<file path="src/hdl/usc_pkg.sv">
// Shared constants and types of the serial control block
package usc_pkg;
	// AXI4-Lite register map (byte addresses)
	localparam int unsigned AXI_AW     = 8;
	localparam logic [7:0]  ADDR_SCTRL = 8'h00;
	localparam logic [7:0]  ADDR_PWR   = 8'h04;
	localparam logic [7:0]  ADDR_DATA  = 8'h08;
	localparam logic [7:0]  ADDR_GIVEN = 8'h0C;
	localparam logic [7:0]  ADDR_BCAST = 8'h10;
	localparam logic [7:0]  ADDR_ISTAT = 8'h14;
	localparam logic [7:0]  ADDR_IMASK = 8'h18;
	localparam logic [1:0]  RESP_OKAY   = 2'h0;
	localparam logic [1:0]  RESP_SLVERR = 2'h2;

	// Serial control register fields
	localparam int unsigned SC_MODE_HI = 7;
	localparam int unsigned SC_MODE_LO = 6;
	localparam int unsigned SC_MPC     = 5;
	localparam int unsigned SC_REN     = 4;
	localparam int unsigned SC_TX9     = 3;
	localparam int unsigned SC_RX9     = 2;
	localparam int unsigned SC_TXD     = 1;
	localparam int unsigned SC_RXD     = 0;
	// Power control register fields
	localparam int unsigned PW_DBL  = 7;
	localparam int unsigned PW_FSEL = 6;
	// Interrupt status and mask fields
	localparam int unsigned IST_RX = 0;
	localparam int unsigned IST_TX = 1;
	localparam int unsigned IST_W  = 2;

	// Reset values
	localparam logic [7:0]        BYTE_RST = 8'h00;
	localparam logic [1:0]        MODE_RST = 2'h0;
	localparam logic [IST_W-1:0]  IST_RST  = 2'h0;

	// Serial modes
	localparam logic [1:0] MODE_SYNC = 2'h0;
	localparam logic [1:0] MODE_8BIT = 2'h1;
	localparam logic [1:0] MODE_9FIX = 2'h2;
	localparam logic [1:0] MODE_9VAR = 2'h3;

	// Bit timing counts
	localparam logic [3:0] OS_LAST     = 4'hF;
	localparam logic [3:0] OS_MID      = 4'h7;
	localparam logic [3:0] CNT_ZERO    = 4'h0;
	localparam logic [3:0] CNT_ONE     = 4'h1;
	localparam logic [3:0] SYNC_LAST   = 4'h7;
	localparam logic [3:0] TX8_LAST    = 4'h9;
	localparam logic [3:0] TX9_LAST    = 4'hA;
	localparam logic [3:0] RX8_LAST    = 4'h8;
	localparam logic [3:0] RX9_LAST    = 4'h9;

	typedef enum logic [1:0] {SH_IDLE, SH_ASYNC, SH_SYNC} usc_sh_state_t;
	typedef enum logic [1:0] {RX_IDLE, RX_START, RX_DATA} usc_rx_state_t;
endpackage

</file>
<file path="src/hdl/usc_baud_if.sv">
// Link between the control core and the bit-rate tick generator
`timescale 1ns/10ps
`default_nettype none
interface usc_baud_if;
	logic [1:0] mode;
	logic       doubler;
	logic       tx_ninth;
	logic       t1_ovf;
	logic       tick;

	modport gen  (input mode, input doubler, input tx_ninth, input t1_ovf, output tick);
	modport user (output mode, output doubler, output tx_ninth, output t1_ovf, input tick);
endinterface
`default_nettype wire

</file>
<file path="src/hdl/usc_baud.sv">
// Bit-rate tick generator: half-bit ticks in sync mode, 16x ticks otherwise
`timescale 1ns/10ps
`default_nettype none
module usc_baud import usc_pkg::*; (
	// Clock and reset
	input wire logic core_clk,
	input wire logic arst_n,
	// Core side
	usc_baud_if.gen  bif
);
	logic src;
	logic ph_ff;
	logic nxt_ph;

	// Fixed nine-bit mode and sync mode without ninth-bit control count system cycles, the others count Timer 1 overflows
	always_comb begin
		src = ((bif.mode == MODE_SYNC) && !bif.tx_ninth) || (bif.mode == MODE_9FIX) ? 1'b1
			: bif.t1_ovf;
		nxt_ph = src ? !ph_ff : ph_ff;
	end

	// Doubler passes every source pulse, otherwise every second one
	assign bif.tick = src && (bif.doubler || ph_ff);

	always_ff @(posedge core_clk or negedge arst_n) begin
		if (!arst_n) begin
			ph_ff <= 1'b0;
		end else begin
			ph_ff <= nxt_ph;
		end
	end
endmodule
`default_nettype wire

</file>
<file path="src/hdl/usc_uart.sv">
// Serial port control core with AXI4-Lite registers
//
// Our own choices: the AXI4-Lite interface to the registers and the placing of the registers.
`timescale 1ns/10ps
`default_nettype none
// Notes on behaviour
// - Sync shift clock idles at inverted check bit
// - Nine-bit check mode: flag only on address match
// - Sync mode ninth-bit control picks Timer 1
// - Received ninth bit stored, unused in sync
// - Sync transmit done set after eighth bit
// - Doubler bit at power control bit 7
// - Framing select at power control bit 6
// - Nine-bit modes: nine data then stop
// - Sync default rate is quarter system clock
module usc_uart import usc_pkg::*; (
	// Clock and reset
	input  wire logic              core_clk,
	input  wire logic              arst_n,
	// AXI4-Lite write address and data
	input  wire logic [AXI_AW-1:0] s_axi_awaddr,
	input  wire logic              s_axi_awvalid,
	output logic                   s_axi_awready,
	input  wire logic [31:0]       s_axi_wdata,
	input  wire logic [3:0]        s_axi_wstrb,
	input  wire logic              s_axi_wvalid,
	output logic                   s_axi_wready,
	// AXI4-Lite write response
	output logic [1:0]             s_axi_bresp,
	output logic                   s_axi_bvalid,
	input  wire logic              s_axi_bready,
	// AXI4-Lite read
	input  wire logic [AXI_AW-1:0] s_axi_araddr,
	input  wire logic              s_axi_arvalid,
	output logic                   s_axi_arready,
	output logic [31:0]            s_axi_rdata,
	output logic [1:0]             s_axi_rresp,
	output logic                   s_axi_rvalid,
	input  wire logic              s_axi_rready,
	// Serial pins
	output logic                   txd_o,
	input  wire logic              rxd_i,
	output logic                   rxd_o,
	output logic                   rxd_oe,
	// Timer 1 overflow pulse
	input  wire logic              t1_ovf_i,
	// Interrupt
	output logic                   irq_o
);
	usc_baud_if bif();

	// Control and status
	logic [1:0]        mode_ff, nxt_mode;
	logic              mpc_ff, nxt_mpc;
	logic              ren_ff, nxt_ren;
	logic              tx9_ff, nxt_tx9;
	logic              rx9_ff, nxt_rx9;
	logic              txdone_ff, nxt_txdone;
	logic              rxdone_ff, nxt_rxdone;
	logic              fe_ff, nxt_fe;
	logic              dbl_ff, nxt_dbl;
	logic              fsel_ff, nxt_fsel;
	logic [7:0]        given_ff, nxt_given;
	logic [7:0]        bcast_ff, nxt_bcast;
	logic [7:0]        rxdata_ff, nxt_rxdata;
	logic [IST_W-1:0]  ist_ff, nxt_ist;
	logic [IST_W-1:0]  imask_ff, nxt_imask;
	// Bus slave
	logic              aw_got_ff, nxt_aw_got;
	logic              w_got_ff, nxt_w_got;
	logic [AXI_AW-1:0] waddr_ff, nxt_waddr;
	logic [7:0]        wdata_ff, nxt_wdata;
	logic              wlane_ff, nxt_wlane;
	logic              bvalid_ff, nxt_bvalid;
	logic [1:0]        bresp_ff, nxt_bresp;
	logic              rvalid_ff, nxt_rvalid;
	logic [7:0]        rdata_ff, nxt_rdata;
	logic [1:0]        rresp_ff, nxt_rresp;
	// Transmit and sync shift engine
	usc_sh_state_t     sh_state_ff, nxt_sh_state;
	logic [10:0]       sh_ff, nxt_sh;
	logic [3:0]        sh_bits_ff, nxt_sh_bits;
	logic [3:0]        sh_sub_ff, nxt_sh_sub;
	logic              m0_rx_ff, nxt_m0_rx;
	logic              ph_ff, nxt_ph;
	// Asynchronous receiver
	usc_rx_state_t     rx_state_ff, nxt_rx_state;
	logic [9:0]        rx_sh_ff, nxt_rx_sh;
	logic [3:0]        rx_bits_ff, nxt_rx_bits;
	logic [3:0]        rx_sub_ff, nxt_rx_sub;
	logic              rx_s1_ff, nxt_rx_s1;
	logic              rx_s2_ff, nxt_rx_s2;
	logic              rx_prev_ff, nxt_rx_prev;
	// Registered pins
	logic              txd_ff, nxt_txd;
	logic              rxdo_ff, nxt_rxdo;
	logic              rxoe_ff, nxt_rxoe;

	logic              wr_do;
	logic              tick;
	logic              tx_evt;
	logic              rx_evt;
	logic              rx_ok;
	logic              stop_bit;
	logic [7:0]        rx_byte;
	logic              rx_ninth;
	logic [9:0]        rx_shifted;
	logic              sclk;

	assign bif.mode     = mode_ff;
	assign bif.doubler  = dbl_ff;
	assign bif.tx_ninth = tx9_ff;
	assign bif.t1_ovf   = t1_ovf_i;
	assign tick         = bif.tick;

	usc_baud u_baud (
		.core_clk (core_clk),
		.arst_n   (arst_n),
		.bif      (bif)
	);

	assign s_axi_awready = !aw_got_ff && !bvalid_ff;
	assign s_axi_wready  = !w_got_ff && !bvalid_ff;
	assign s_axi_arready = !rvalid_ff;
	assign s_axi_bvalid  = bvalid_ff;
	assign s_axi_bresp   = bresp_ff;
	assign s_axi_rvalid  = rvalid_ff;
	assign s_axi_rresp   = rresp_ff;
	assign s_axi_rdata   = {24'h000000, rdata_ff};
	assign wr_do         = aw_got_ff && w_got_ff;
	assign irq_o         = |(ist_ff & imask_ff);
	assign txd_o         = txd_ff;
	assign rxd_o         = rxdo_ff;
	assign rxd_oe        = rxoe_ff;

	always_comb begin
		nxt_mode = mode_ff;     nxt_mpc = mpc_ff;         nxt_ren = ren_ff;
		nxt_tx9 = tx9_ff;       nxt_rx9 = rx9_ff;         nxt_txdone = txdone_ff;
		nxt_rxdone = rxdone_ff; nxt_fe = fe_ff;           nxt_dbl = dbl_ff;
		nxt_fsel = fsel_ff;     nxt_given = given_ff;     nxt_bcast = bcast_ff;
		nxt_rxdata = rxdata_ff; nxt_ist = ist_ff;         nxt_imask = imask_ff;
		nxt_aw_got = aw_got_ff; nxt_w_got = w_got_ff;     nxt_waddr = waddr_ff;
		nxt_wdata = wdata_ff;   nxt_wlane = wlane_ff;     nxt_bvalid = bvalid_ff;
		nxt_bresp = bresp_ff;   nxt_rvalid = rvalid_ff;   nxt_rdata = rdata_ff;
		nxt_rresp = rresp_ff;   nxt_sh_state = sh_state_ff; nxt_sh = sh_ff;
		nxt_sh_bits = sh_bits_ff; nxt_sh_sub = sh_sub_ff; nxt_m0_rx = m0_rx_ff;
		nxt_ph = ph_ff;         nxt_rx_state = rx_state_ff; nxt_rx_sh = rx_sh_ff;
		nxt_rx_bits = rx_bits_ff; nxt_rx_sub = rx_sub_ff;
		nxt_rx_s1 = rxd_i;      nxt_rx_s2 = rx_s1_ff;     nxt_rx_prev = rx_s2_ff;
		tx_evt = 1'b0;
		rx_evt = 1'b0;
		rx_ok = 1'b0;
		stop_bit = 1'b1;
		rx_byte = rxdata_ff;
		rx_ninth = rx9_ff;
		rx_shifted = {rx_s2_ff, rx_sh_ff[9:1]};

		// Bus: address and data may arrive in either order
		if (s_axi_awvalid && s_axi_awready) begin
			nxt_aw_got = 1'b1;
			nxt_waddr = s_axi_awaddr;
		end
		if (s_axi_wvalid && s_axi_wready) begin
			nxt_w_got = 1'b1;
			nxt_wdata = s_axi_wdata[7:0];
			nxt_wlane = s_axi_wstrb[0];
		end
		if (bvalid_ff && s_axi_bready) begin
			nxt_bvalid = 1'b0;
		end
		if (wr_do) begin
			nxt_aw_got = 1'b0;
			nxt_w_got = 1'b0;
			nxt_bvalid = 1'b1;
			nxt_bresp = RESP_OKAY;
			if (waddr_ff == ADDR_SCTRL) begin
				if (wlane_ff) begin
					// Framing select turns the top mode bit into the error flag
					if (fsel_ff) begin
						nxt_fe = wdata_ff[SC_MODE_HI];
					end else begin
						nxt_mode[1] = wdata_ff[SC_MODE_HI];
					end
					nxt_mode[0] = wdata_ff[SC_MODE_LO];
					nxt_mpc = wdata_ff[SC_MPC];
					nxt_ren = wdata_ff[SC_REN];
					nxt_tx9 = wdata_ff[SC_TX9];
					nxt_rx9 = wdata_ff[SC_RX9];
					nxt_txdone = wdata_ff[SC_TXD];
					nxt_rxdone = wdata_ff[SC_RXD];
				end
			end else if (waddr_ff == ADDR_PWR) begin
				if (wlane_ff) begin
					nxt_dbl = wdata_ff[PW_DBL];
					nxt_fsel = wdata_ff[PW_FSEL];
				end
			end else if (waddr_ff == ADDR_DATA) begin
				// A write while the shifter is busy is dropped
				if (wlane_ff && sh_state_ff == SH_IDLE) begin
					nxt_sh_bits = CNT_ZERO;
					nxt_sh_sub = CNT_ZERO;
					nxt_ph = 1'b0;
					nxt_m0_rx = 1'b0;
					if (mode_ff == MODE_SYNC) begin
						nxt_sh_state = SH_SYNC;
						nxt_sh = {3'h7, wdata_ff};
					end else begin
						nxt_sh_state = SH_ASYNC;
						nxt_sh = {1'b1, (mode_ff == MODE_8BIT) || tx9_ff, wdata_ff, 1'b0};
					end
				end
			end else if (waddr_ff == ADDR_GIVEN) begin
				if (wlane_ff) begin
					nxt_given = wdata_ff;
				end
			end else if (waddr_ff == ADDR_BCAST) begin
				if (wlane_ff) begin
					nxt_bcast = wdata_ff;
				end
			end else if (waddr_ff == ADDR_ISTAT) begin
				if (wlane_ff) begin
					nxt_ist = ist_ff & ~wdata_ff[IST_W-1:0];
				end
			end else if (waddr_ff == ADDR_IMASK) begin
				if (wlane_ff) begin
					nxt_imask = wdata_ff[IST_W-1:0];
				end
			end else begin
				nxt_bresp = RESP_SLVERR;
			end
		end

		if (s_axi_arvalid && s_axi_arready) begin
			nxt_rvalid = 1'b1;
			nxt_rresp = RESP_OKAY;
			nxt_rdata = BYTE_RST;
			if (s_axi_araddr == ADDR_SCTRL) begin
				nxt_rdata = {fsel_ff ? fe_ff : mode_ff[1], mode_ff[0], mpc_ff, ren_ff,
					tx9_ff, rx9_ff, txdone_ff, rxdone_ff};
			end else if (s_axi_araddr == ADDR_PWR) begin
				nxt_rdata = {dbl_ff, fsel_ff, 6'h00};
			end else if (s_axi_araddr == ADDR_DATA) begin
				nxt_rdata = rxdata_ff;
			end else if (s_axi_araddr == ADDR_GIVEN) begin
				nxt_rdata = given_ff;
			end else if (s_axi_araddr == ADDR_BCAST) begin
				nxt_rdata = bcast_ff;
			end else if (s_axi_araddr == ADDR_ISTAT) begin
				nxt_rdata = {6'h00, ist_ff};
			end else if (s_axi_araddr == ADDR_IMASK) begin
				nxt_rdata = {6'h00, imask_ff};
			end else begin
				nxt_rresp = RESP_SLVERR;
			end
		end else if (rvalid_ff && s_axi_rready) begin
			nxt_rvalid = 1'b0;
		end

		// Sync reception starts only when enabled and the last byte was taken
		if (sh_state_ff == SH_IDLE && nxt_sh_state == SH_IDLE && mode_ff == MODE_SYNC
			&& ren_ff && !rxdone_ff) begin
			nxt_sh_state = SH_SYNC;
			nxt_m0_rx = 1'b1;
			nxt_sh_bits = CNT_ZERO;
			nxt_ph = 1'b0;
		end

		case (sh_state_ff)
			SH_SYNC: begin
				if (tick) begin
					nxt_ph = !ph_ff;
					if (!ph_ff) begin
						if (m0_rx_ff) begin
							nxt_sh = {3'h7, rx_s2_ff, sh_ff[7:1]};
						end
					end else begin
						if (!m0_rx_ff) begin
							nxt_sh = {1'b1, sh_ff[10:1]};
						end
						nxt_sh_bits = sh_bits_ff + CNT_ONE;
						if (sh_bits_ff == SYNC_LAST) begin
							nxt_sh_state = SH_IDLE;
							if (m0_rx_ff) begin
								rx_evt = 1'b1;
								rx_ok = 1'b1;
								rx_byte = sh_ff[7:0];
							end else begin
								tx_evt = 1'b1;
							end
						end
					end
				end
			end
			SH_ASYNC: begin
				if (tick) begin
					nxt_sh_sub = sh_sub_ff + CNT_ONE;
					if (sh_sub_ff == OS_LAST) begin
						nxt_sh = {1'b1, sh_ff[10:1]};
						nxt_sh_bits = sh_bits_ff + CNT_ONE;
						if (sh_bits_ff == ((mode_ff == MODE_8BIT) ? TX8_LAST : TX9_LAST)) begin
							nxt_sh_state = SH_IDLE;
							tx_evt = 1'b1;
						end
					end
				end
			end
			default: begin
			end
		endcase

		case (rx_state_ff)
			RX_IDLE: begin
				if (mode_ff != MODE_SYNC && ren_ff && rx_prev_ff && !rx_s2_ff) begin
					nxt_rx_state = RX_START;
					nxt_rx_sub = CNT_ZERO;
				end
			end
			RX_START: begin
				if (tick) begin
					nxt_rx_sub = rx_sub_ff + CNT_ONE;
					if (rx_sub_ff == OS_MID) begin
						// A start bit gone high by mid-bit is treated as a glitch
						nxt_rx_state = rx_s2_ff ? RX_IDLE : RX_DATA;
						nxt_rx_sub = CNT_ZERO;
						nxt_rx_bits = CNT_ZERO;
					end
				end
			end
			RX_DATA: begin
				if (tick) begin
					nxt_rx_sub = rx_sub_ff + CNT_ONE;
					if (rx_sub_ff == OS_LAST) begin
						nxt_rx_sh = rx_shifted;
						nxt_rx_bits = rx_bits_ff + CNT_ONE;
						if (rx_bits_ff == ((mode_ff == MODE_8BIT) ? RX8_LAST : RX9_LAST)) begin
							nxt_rx_state = RX_IDLE;
							rx_evt = 1'b1;
							stop_bit = rx_shifted[9];
							if (mode_ff == MODE_8BIT) begin
								rx_byte = rx_shifted[8:1];
								rx_ninth = rx_shifted[9];
								rx_ok = !mpc_ff || stop_bit;
							end else begin
								rx_byte = rx_shifted[7:0];
								rx_ninth = rx_shifted[8];
								rx_ok = !mpc_ff || (rx_byte == given_ff)
									|| (rx_byte == bcast_ff);
							end
						end
					end
				end
			end
			default: begin
				nxt_rx_state = RX_IDLE;
			end
		endcase

		// Hardware sets win over a software clear in the same cycle
		if (rx_evt && !stop_bit) begin
			nxt_fe = 1'b1;
		end
		if (tx_evt) begin
			nxt_txdone = 1'b1;
			nxt_ist[IST_TX] = 1'b1;
		end
		if (rx_evt && rx_ok && !rxdone_ff) begin
			nxt_rxdone = 1'b1;
			nxt_ist[IST_RX] = 1'b1;
			nxt_rxdata = rx_byte;
			if (mode_ff != MODE_SYNC) begin
				nxt_rx9 = rx_ninth;
			end
		end

		// Shift clock leaves idle only in the first half of each bit
		sclk = (sh_state_ff == SH_SYNC && !ph_ff) ? mpc_ff : !mpc_ff;
		if (mode_ff == MODE_SYNC) begin
			nxt_txd = sclk;
		end else begin
			nxt_txd = (sh_state_ff == SH_ASYNC) ? sh_ff[0] : 1'b1;
		end
		nxt_rxoe = (sh_state_ff == SH_SYNC) && !m0_rx_ff;
		nxt_rxdo = nxt_rxoe ? sh_ff[0] : 1'b1;
	end

	always_ff @(posedge core_clk or negedge arst_n) begin
		if (!arst_n) begin
			mode_ff <= MODE_RST;   mpc_ff <= 1'b0;       ren_ff <= 1'b0;
			tx9_ff <= 1'b0;        rx9_ff <= 1'b0;       txdone_ff <= 1'b0;
			rxdone_ff <= 1'b0;     fe_ff <= 1'b0;        dbl_ff <= 1'b0;
			fsel_ff <= 1'b0;       given_ff <= BYTE_RST; bcast_ff <= BYTE_RST;
			rxdata_ff <= BYTE_RST; ist_ff <= IST_RST;    imask_ff <= IST_RST;
			aw_got_ff <= 1'b0;     w_got_ff <= 1'b0;     waddr_ff <= '0;
			wdata_ff <= BYTE_RST;  wlane_ff <= 1'b0;     bvalid_ff <= 1'b0;
			bresp_ff <= RESP_OKAY; rvalid_ff <= 1'b0;    rdata_ff <= BYTE_RST;
			rresp_ff <= RESP_OKAY; sh_state_ff <= SH_IDLE; sh_ff <= '1;
			sh_bits_ff <= CNT_ZERO; sh_sub_ff <= CNT_ZERO; m0_rx_ff <= 1'b0;
			ph_ff <= 1'b0;         rx_state_ff <= RX_IDLE; rx_sh_ff <= '0;
			rx_bits_ff <= CNT_ZERO; rx_sub_ff <= CNT_ZERO; rx_s1_ff <= 1'b1;
			rx_s2_ff <= 1'b1;      rx_prev_ff <= 1'b1;   txd_ff <= 1'b1;
			rxdo_ff <= 1'b1;       rxoe_ff <= 1'b0;
		end else begin
			mode_ff <= nxt_mode;     mpc_ff <= nxt_mpc;       ren_ff <= nxt_ren;
			tx9_ff <= nxt_tx9;       rx9_ff <= nxt_rx9;       txdone_ff <= nxt_txdone;
			rxdone_ff <= nxt_rxdone; fe_ff <= nxt_fe;         dbl_ff <= nxt_dbl;
			fsel_ff <= nxt_fsel;     given_ff <= nxt_given;   bcast_ff <= nxt_bcast;
			rxdata_ff <= nxt_rxdata; ist_ff <= nxt_ist;       imask_ff <= nxt_imask;
			aw_got_ff <= nxt_aw_got; w_got_ff <= nxt_w_got;   waddr_ff <= nxt_waddr;
			wdata_ff <= nxt_wdata;   wlane_ff <= nxt_wlane;   bvalid_ff <= nxt_bvalid;
			bresp_ff <= nxt_bresp;   rvalid_ff <= nxt_rvalid; rdata_ff <= nxt_rdata;
			rresp_ff <= nxt_rresp;   sh_state_ff <= nxt_sh_state; sh_ff <= nxt_sh;
			sh_bits_ff <= nxt_sh_bits; sh_sub_ff <= nxt_sh_sub; m0_rx_ff <= nxt_m0_rx;
			ph_ff <= nxt_ph;         rx_state_ff <= nxt_rx_state; rx_sh_ff <= nxt_rx_sh;
			rx_bits_ff <= nxt_rx_bits; rx_sub_ff <= nxt_rx_sub; rx_s1_ff <= nxt_rx_s1;
			rx_s2_ff <= nxt_rx_s2;   rx_prev_ff <= nxt_rx_prev; txd_ff <= nxt_txd;
			rxdo_ff <= nxt_rxdo;     rxoe_ff <= nxt_rxoe;
		end
	end
endmodule
`default_nettype wire
</file>
<file path="config.mk">
export PLATFORM = sky130hd
export DESIGN_NAME = usc_uart
export DESIGN_NICKNAME = d
export VERILOG_FILES = /design/src/hdl/usc_pkg.sv /design/src/hdl/usc_baud_if.sv /design/src/hdl/usc_baud.sv /design/src/hdl/usc_uart.sv
export SDC_FILE = /design/constraint.sdc
export NUM_CORES = 1
export LEC_CHECK = 0
export BUFFER_PORTS_ARGS = -buffer_cell sky130_fd_sc_hd__clkbuf_2
export CAP_MARGIN = 20
export CORE_MARGIN = 2
export CORE_UTILIZATION = 60
export CTS_BUF_LIST = sky130_fd_sc_hd__clkbuf_4 sky130_fd_sc_hd__clkbuf_8
export CTS_CLUSTER_SIZE = 25
export DETAILED_ROUTE_END_ITERATION = 6
export PLACE_DENSITY = 0.93
export SYNTH_ARGS = -nofsm -noshare
export SYNTH_HDL_FRONTEND = slang
export SYNTH_SLANG_ARGS = --single-unit
</file>
<file path="constraint.sdc">
create_clock -name core_clk -period 5.8 [get_ports core_clk]
set_input_delay 0.87 -clock core_clk [delete_from_list [all_inputs] [get_ports core_clk]]
set_output_delay 0.87 -clock core_clk [all_outputs]
set_load 0.005 [all_outputs]
</file>
==> results.md <==
- Routed WL per cell: 19.04 µm
- CTS tree: done
- Layout area overhead: 9.599%
- Die area: 11,620 µm²
- Reg clk slew, reported paths: 0.07 ns
- Worst Tran Pin Value: 0.7925 ns
- DRC Markers: 0
- RSZ-0062 raised after global routing: no
- Commonest cells in the netlist: dfrtp_1, nand2_1, mux2_2, o21ai_0, nor2_1
- Io pins: 106
- CP startpoint kind: flip-flop
- Post_cts resized: 0
- Synth warn: 0
- Critical path class: flip-flop to flip-flop
- Final TNS setup: 0 ns
- Hold_ws: 0.3572 ns
- Top cell type's share of synthesized area: 0.3987
- Max VDD drop: 0.2742 mV
- Core ar.: 10,420 µm²
- Yosys top cell by area: dfrtp_1
- Root buf cell: clkbuf_8
- CP Capture Type: flip-flop
- Final core utilization: 0.6802
- Setup Buffers After CTS: 0
- Pre-CTS setup slack: 2.692 ns
- Tot GR Track Use: 0.3003
- First-pass GRT wire length: 26,830 µm
- Post-synth EDFFs: 0
- Worst Path Required: 6.13 ns
- Via Count: 5,483
- Vias in the first global route: 5,378
- Overall Power: 2589 µW
- Cells after Synth: 651
- Power per cell area: 365.4 nW/µm²
- CTS Buf Count: 17
- CTS max path bufs: 2
- Most numerous cell in the Yosys netlist: dfrtp_1
- Detail Placement HPWL: 10,990 µm
- CTS H-tree lvls: 4
- Main flop type after synthesis: dfrtp_1
- Drt total wl: 16,190 µm
- # hold bufs at CTS: 0
- Pre-antenna DRT Iters: 6
- Initial antenna violation count: 0
- Max Cap Viol: 0
- Hold Crit Class: flip-flop to flip-flop
- Number of DRC violations after detailed-routing iteration 0: 616
- Avg Synthesized Cell Area: 9.931 µm²
- Async set-reset flop share out of synthesis: 1.000
- Largest net degree at the start of global routing: 64
- Pins Over Slew Limit: 0
- Status: complete, no violations
- CTS sink cnt: 119
- Synth Register Bits: 119
- Final period util: 0.4911
- Clock latency at the later pin of the worst-skew pair: 0.45 ns
- Final hold viol count: 0
- LEAKAGE: 0.003275 µW
- # port buffers: 52
- Post-synthesis sequential area ratio: 0.4637
- Layout filler cell count: 707
- Number of nets in the layout: 772
- Final setup vio count: 0
- CP arrival: 3.18 ns
- Max Clock Skew: 0.01168 ns
- Vias per std cell: 6.451
- CP Max Fanout: 20
- Period minus WS final: 2.848 ns
- Number of routed nets with antenna violations: 0
- Final WS setup: 2.952 ns
- Row cnt: 37
- Die Y: 107.8 µm
- Yosys cell types: 62
- Max-slew headroom: 0.4717
- Layout cells sized above 1: 0.2423
- GPL Wtd Cong: 0.9757
- Initial core utilization: 0.6207
- Synth area leaders: dfrtp_1, mux2_2, dfstp_2, nand2_1, o21ai_0
- GRT overflow: 0
- Die W: 107.8 µm
- Diode count: 0
- Netlist Area Pre-Place: 6465 µm²
- Fmax: 0.3511 GHz
## sequential cells by signal (all words and copies together) (netlist names), 2 cells and up
register	count
wdata_ff	8
rx_sh_ff	9
sh_bits_ff	4
sh_state_ff	2
sh_sub_ff	4
rx_sub_ff	4
rx_state_ff	2
rx_bits_ff	4
rxdata_ff	8
bcast_ff	8
bif.mode	2
given_ff	8
ist_ff	2
waddr_ff	8
imask_ff	2
rdata_ff	8
sh_ff	11
## logic make-up after synthesis
logic type	count (synthesis)	synth area share
simple gates	210	0.1599
compound gates	148	0.1436
flops	119	0.4637
mux	72	0.1246
buf+inv	68	0.05709
xor+xnor	23	0.03116
fa+ha+maj	10	0.01935
other cells	1	0.0005801
## where the power goes
| group | internal (µW) | switching, µW | total, µW |
|---|---|---|---|
| logic | 308 | 392 | 701 |
| clock network | 314 | 365 | 679 |
| registers | 1010 | 204 | 1210 |
## per-layer routing
layer	share of wire	global-route usage	up-vias
met4	0.046	0.1447	0
li1	-	-	2380
met1	0.36	0.3662	2602
met3	0.11	0.09383	102
met5	0	0	-
met2	0.48	0.4843	399
## cells in the final DEF, fill, tap and decap left out, drive strengths merged, types with 5 or more instances in the layout
master,n
buf,5
nor2,43
a31oi,15
o22ai,5
nor3,7
clkinv,5
and3,9
nand3,23
nand2b,6
conb,26
o21ai,49
a22oi,10
or3,6
ha,10
nor3b,6
clkbuf,71
nand2,76
dfstp,16
o21a,6
nor4,5
dfrtp,103
inv,20
a22o,9
xor2,19
and2,6
mux2,56
nor2b,9
mux2i,16
clkinvlp,5
a21oi,28
## layout make-up
class	count	area (µm²)	share of cell area
clock inverter	13	100.1	0.01413
tap	136	170.2	0.02402
sequential	119	2998	0.4231
clock buffer	19	255.2	0.03602
timing repair buffer	57	301.5	0.04256
multi-input combinational	489	3197	0.4512
inverter	17	63.81	0.009006
## final timing paths
| kind | startpoint | to | cells after the start | slack [ns] |
|---|---|---|---|---|
| worst max register to register | bif.mode[0]$_DFFE_PN0P_ | rx9_ff$_DFFE_PN0P_ | 8 | 2.95 |
| max in group asynchronous | arst_n | rx9_ff$_DFFE_PN0P_ | 2 | 4.05 |
| worst min-delay path | nxt_rx_s2$_DFF_PN1_ | nxt_rx_prev$_DFF_PN1_ | 0 | 0.36 |
| worst max-delay path | bif.mode[0]$_DFFE_PN0P_ | rx9_ff$_DFFE_PN0P_ | 8 | 2.95 |
| worst min register to register | nxt_rx_s2$_DFF_PN1_ | nxt_rx_prev$_DFF_PN1_ | 0 | 0.36 |
| min in group asynchronous | arst_n | sh_sub_ff[2]$_DFF_PN0_ | 1 | 0.50 |
## through the flow
stage / instances / cell area (µm²)
after detailed placement: 816 / 6714
after global routing: 850 / 7086
final: 850 / 7086
after floorplan: 676 / 6559
after CTS: 848 / 7069
after global placement: 816 / 6714
## critical path, cell delays in order (launching register included)
cell      delay, ns
dfrtp_1        0.51
nor2b_1        0.23
nor3_2         0.11
buf_4          0.26
and3_1         0.49
nand3_2        0.42
a221oi_1       0.41
mux2i_1        0.16
o21a_1         0.14
Note: power is estimated with default switching activity, not from simulation.
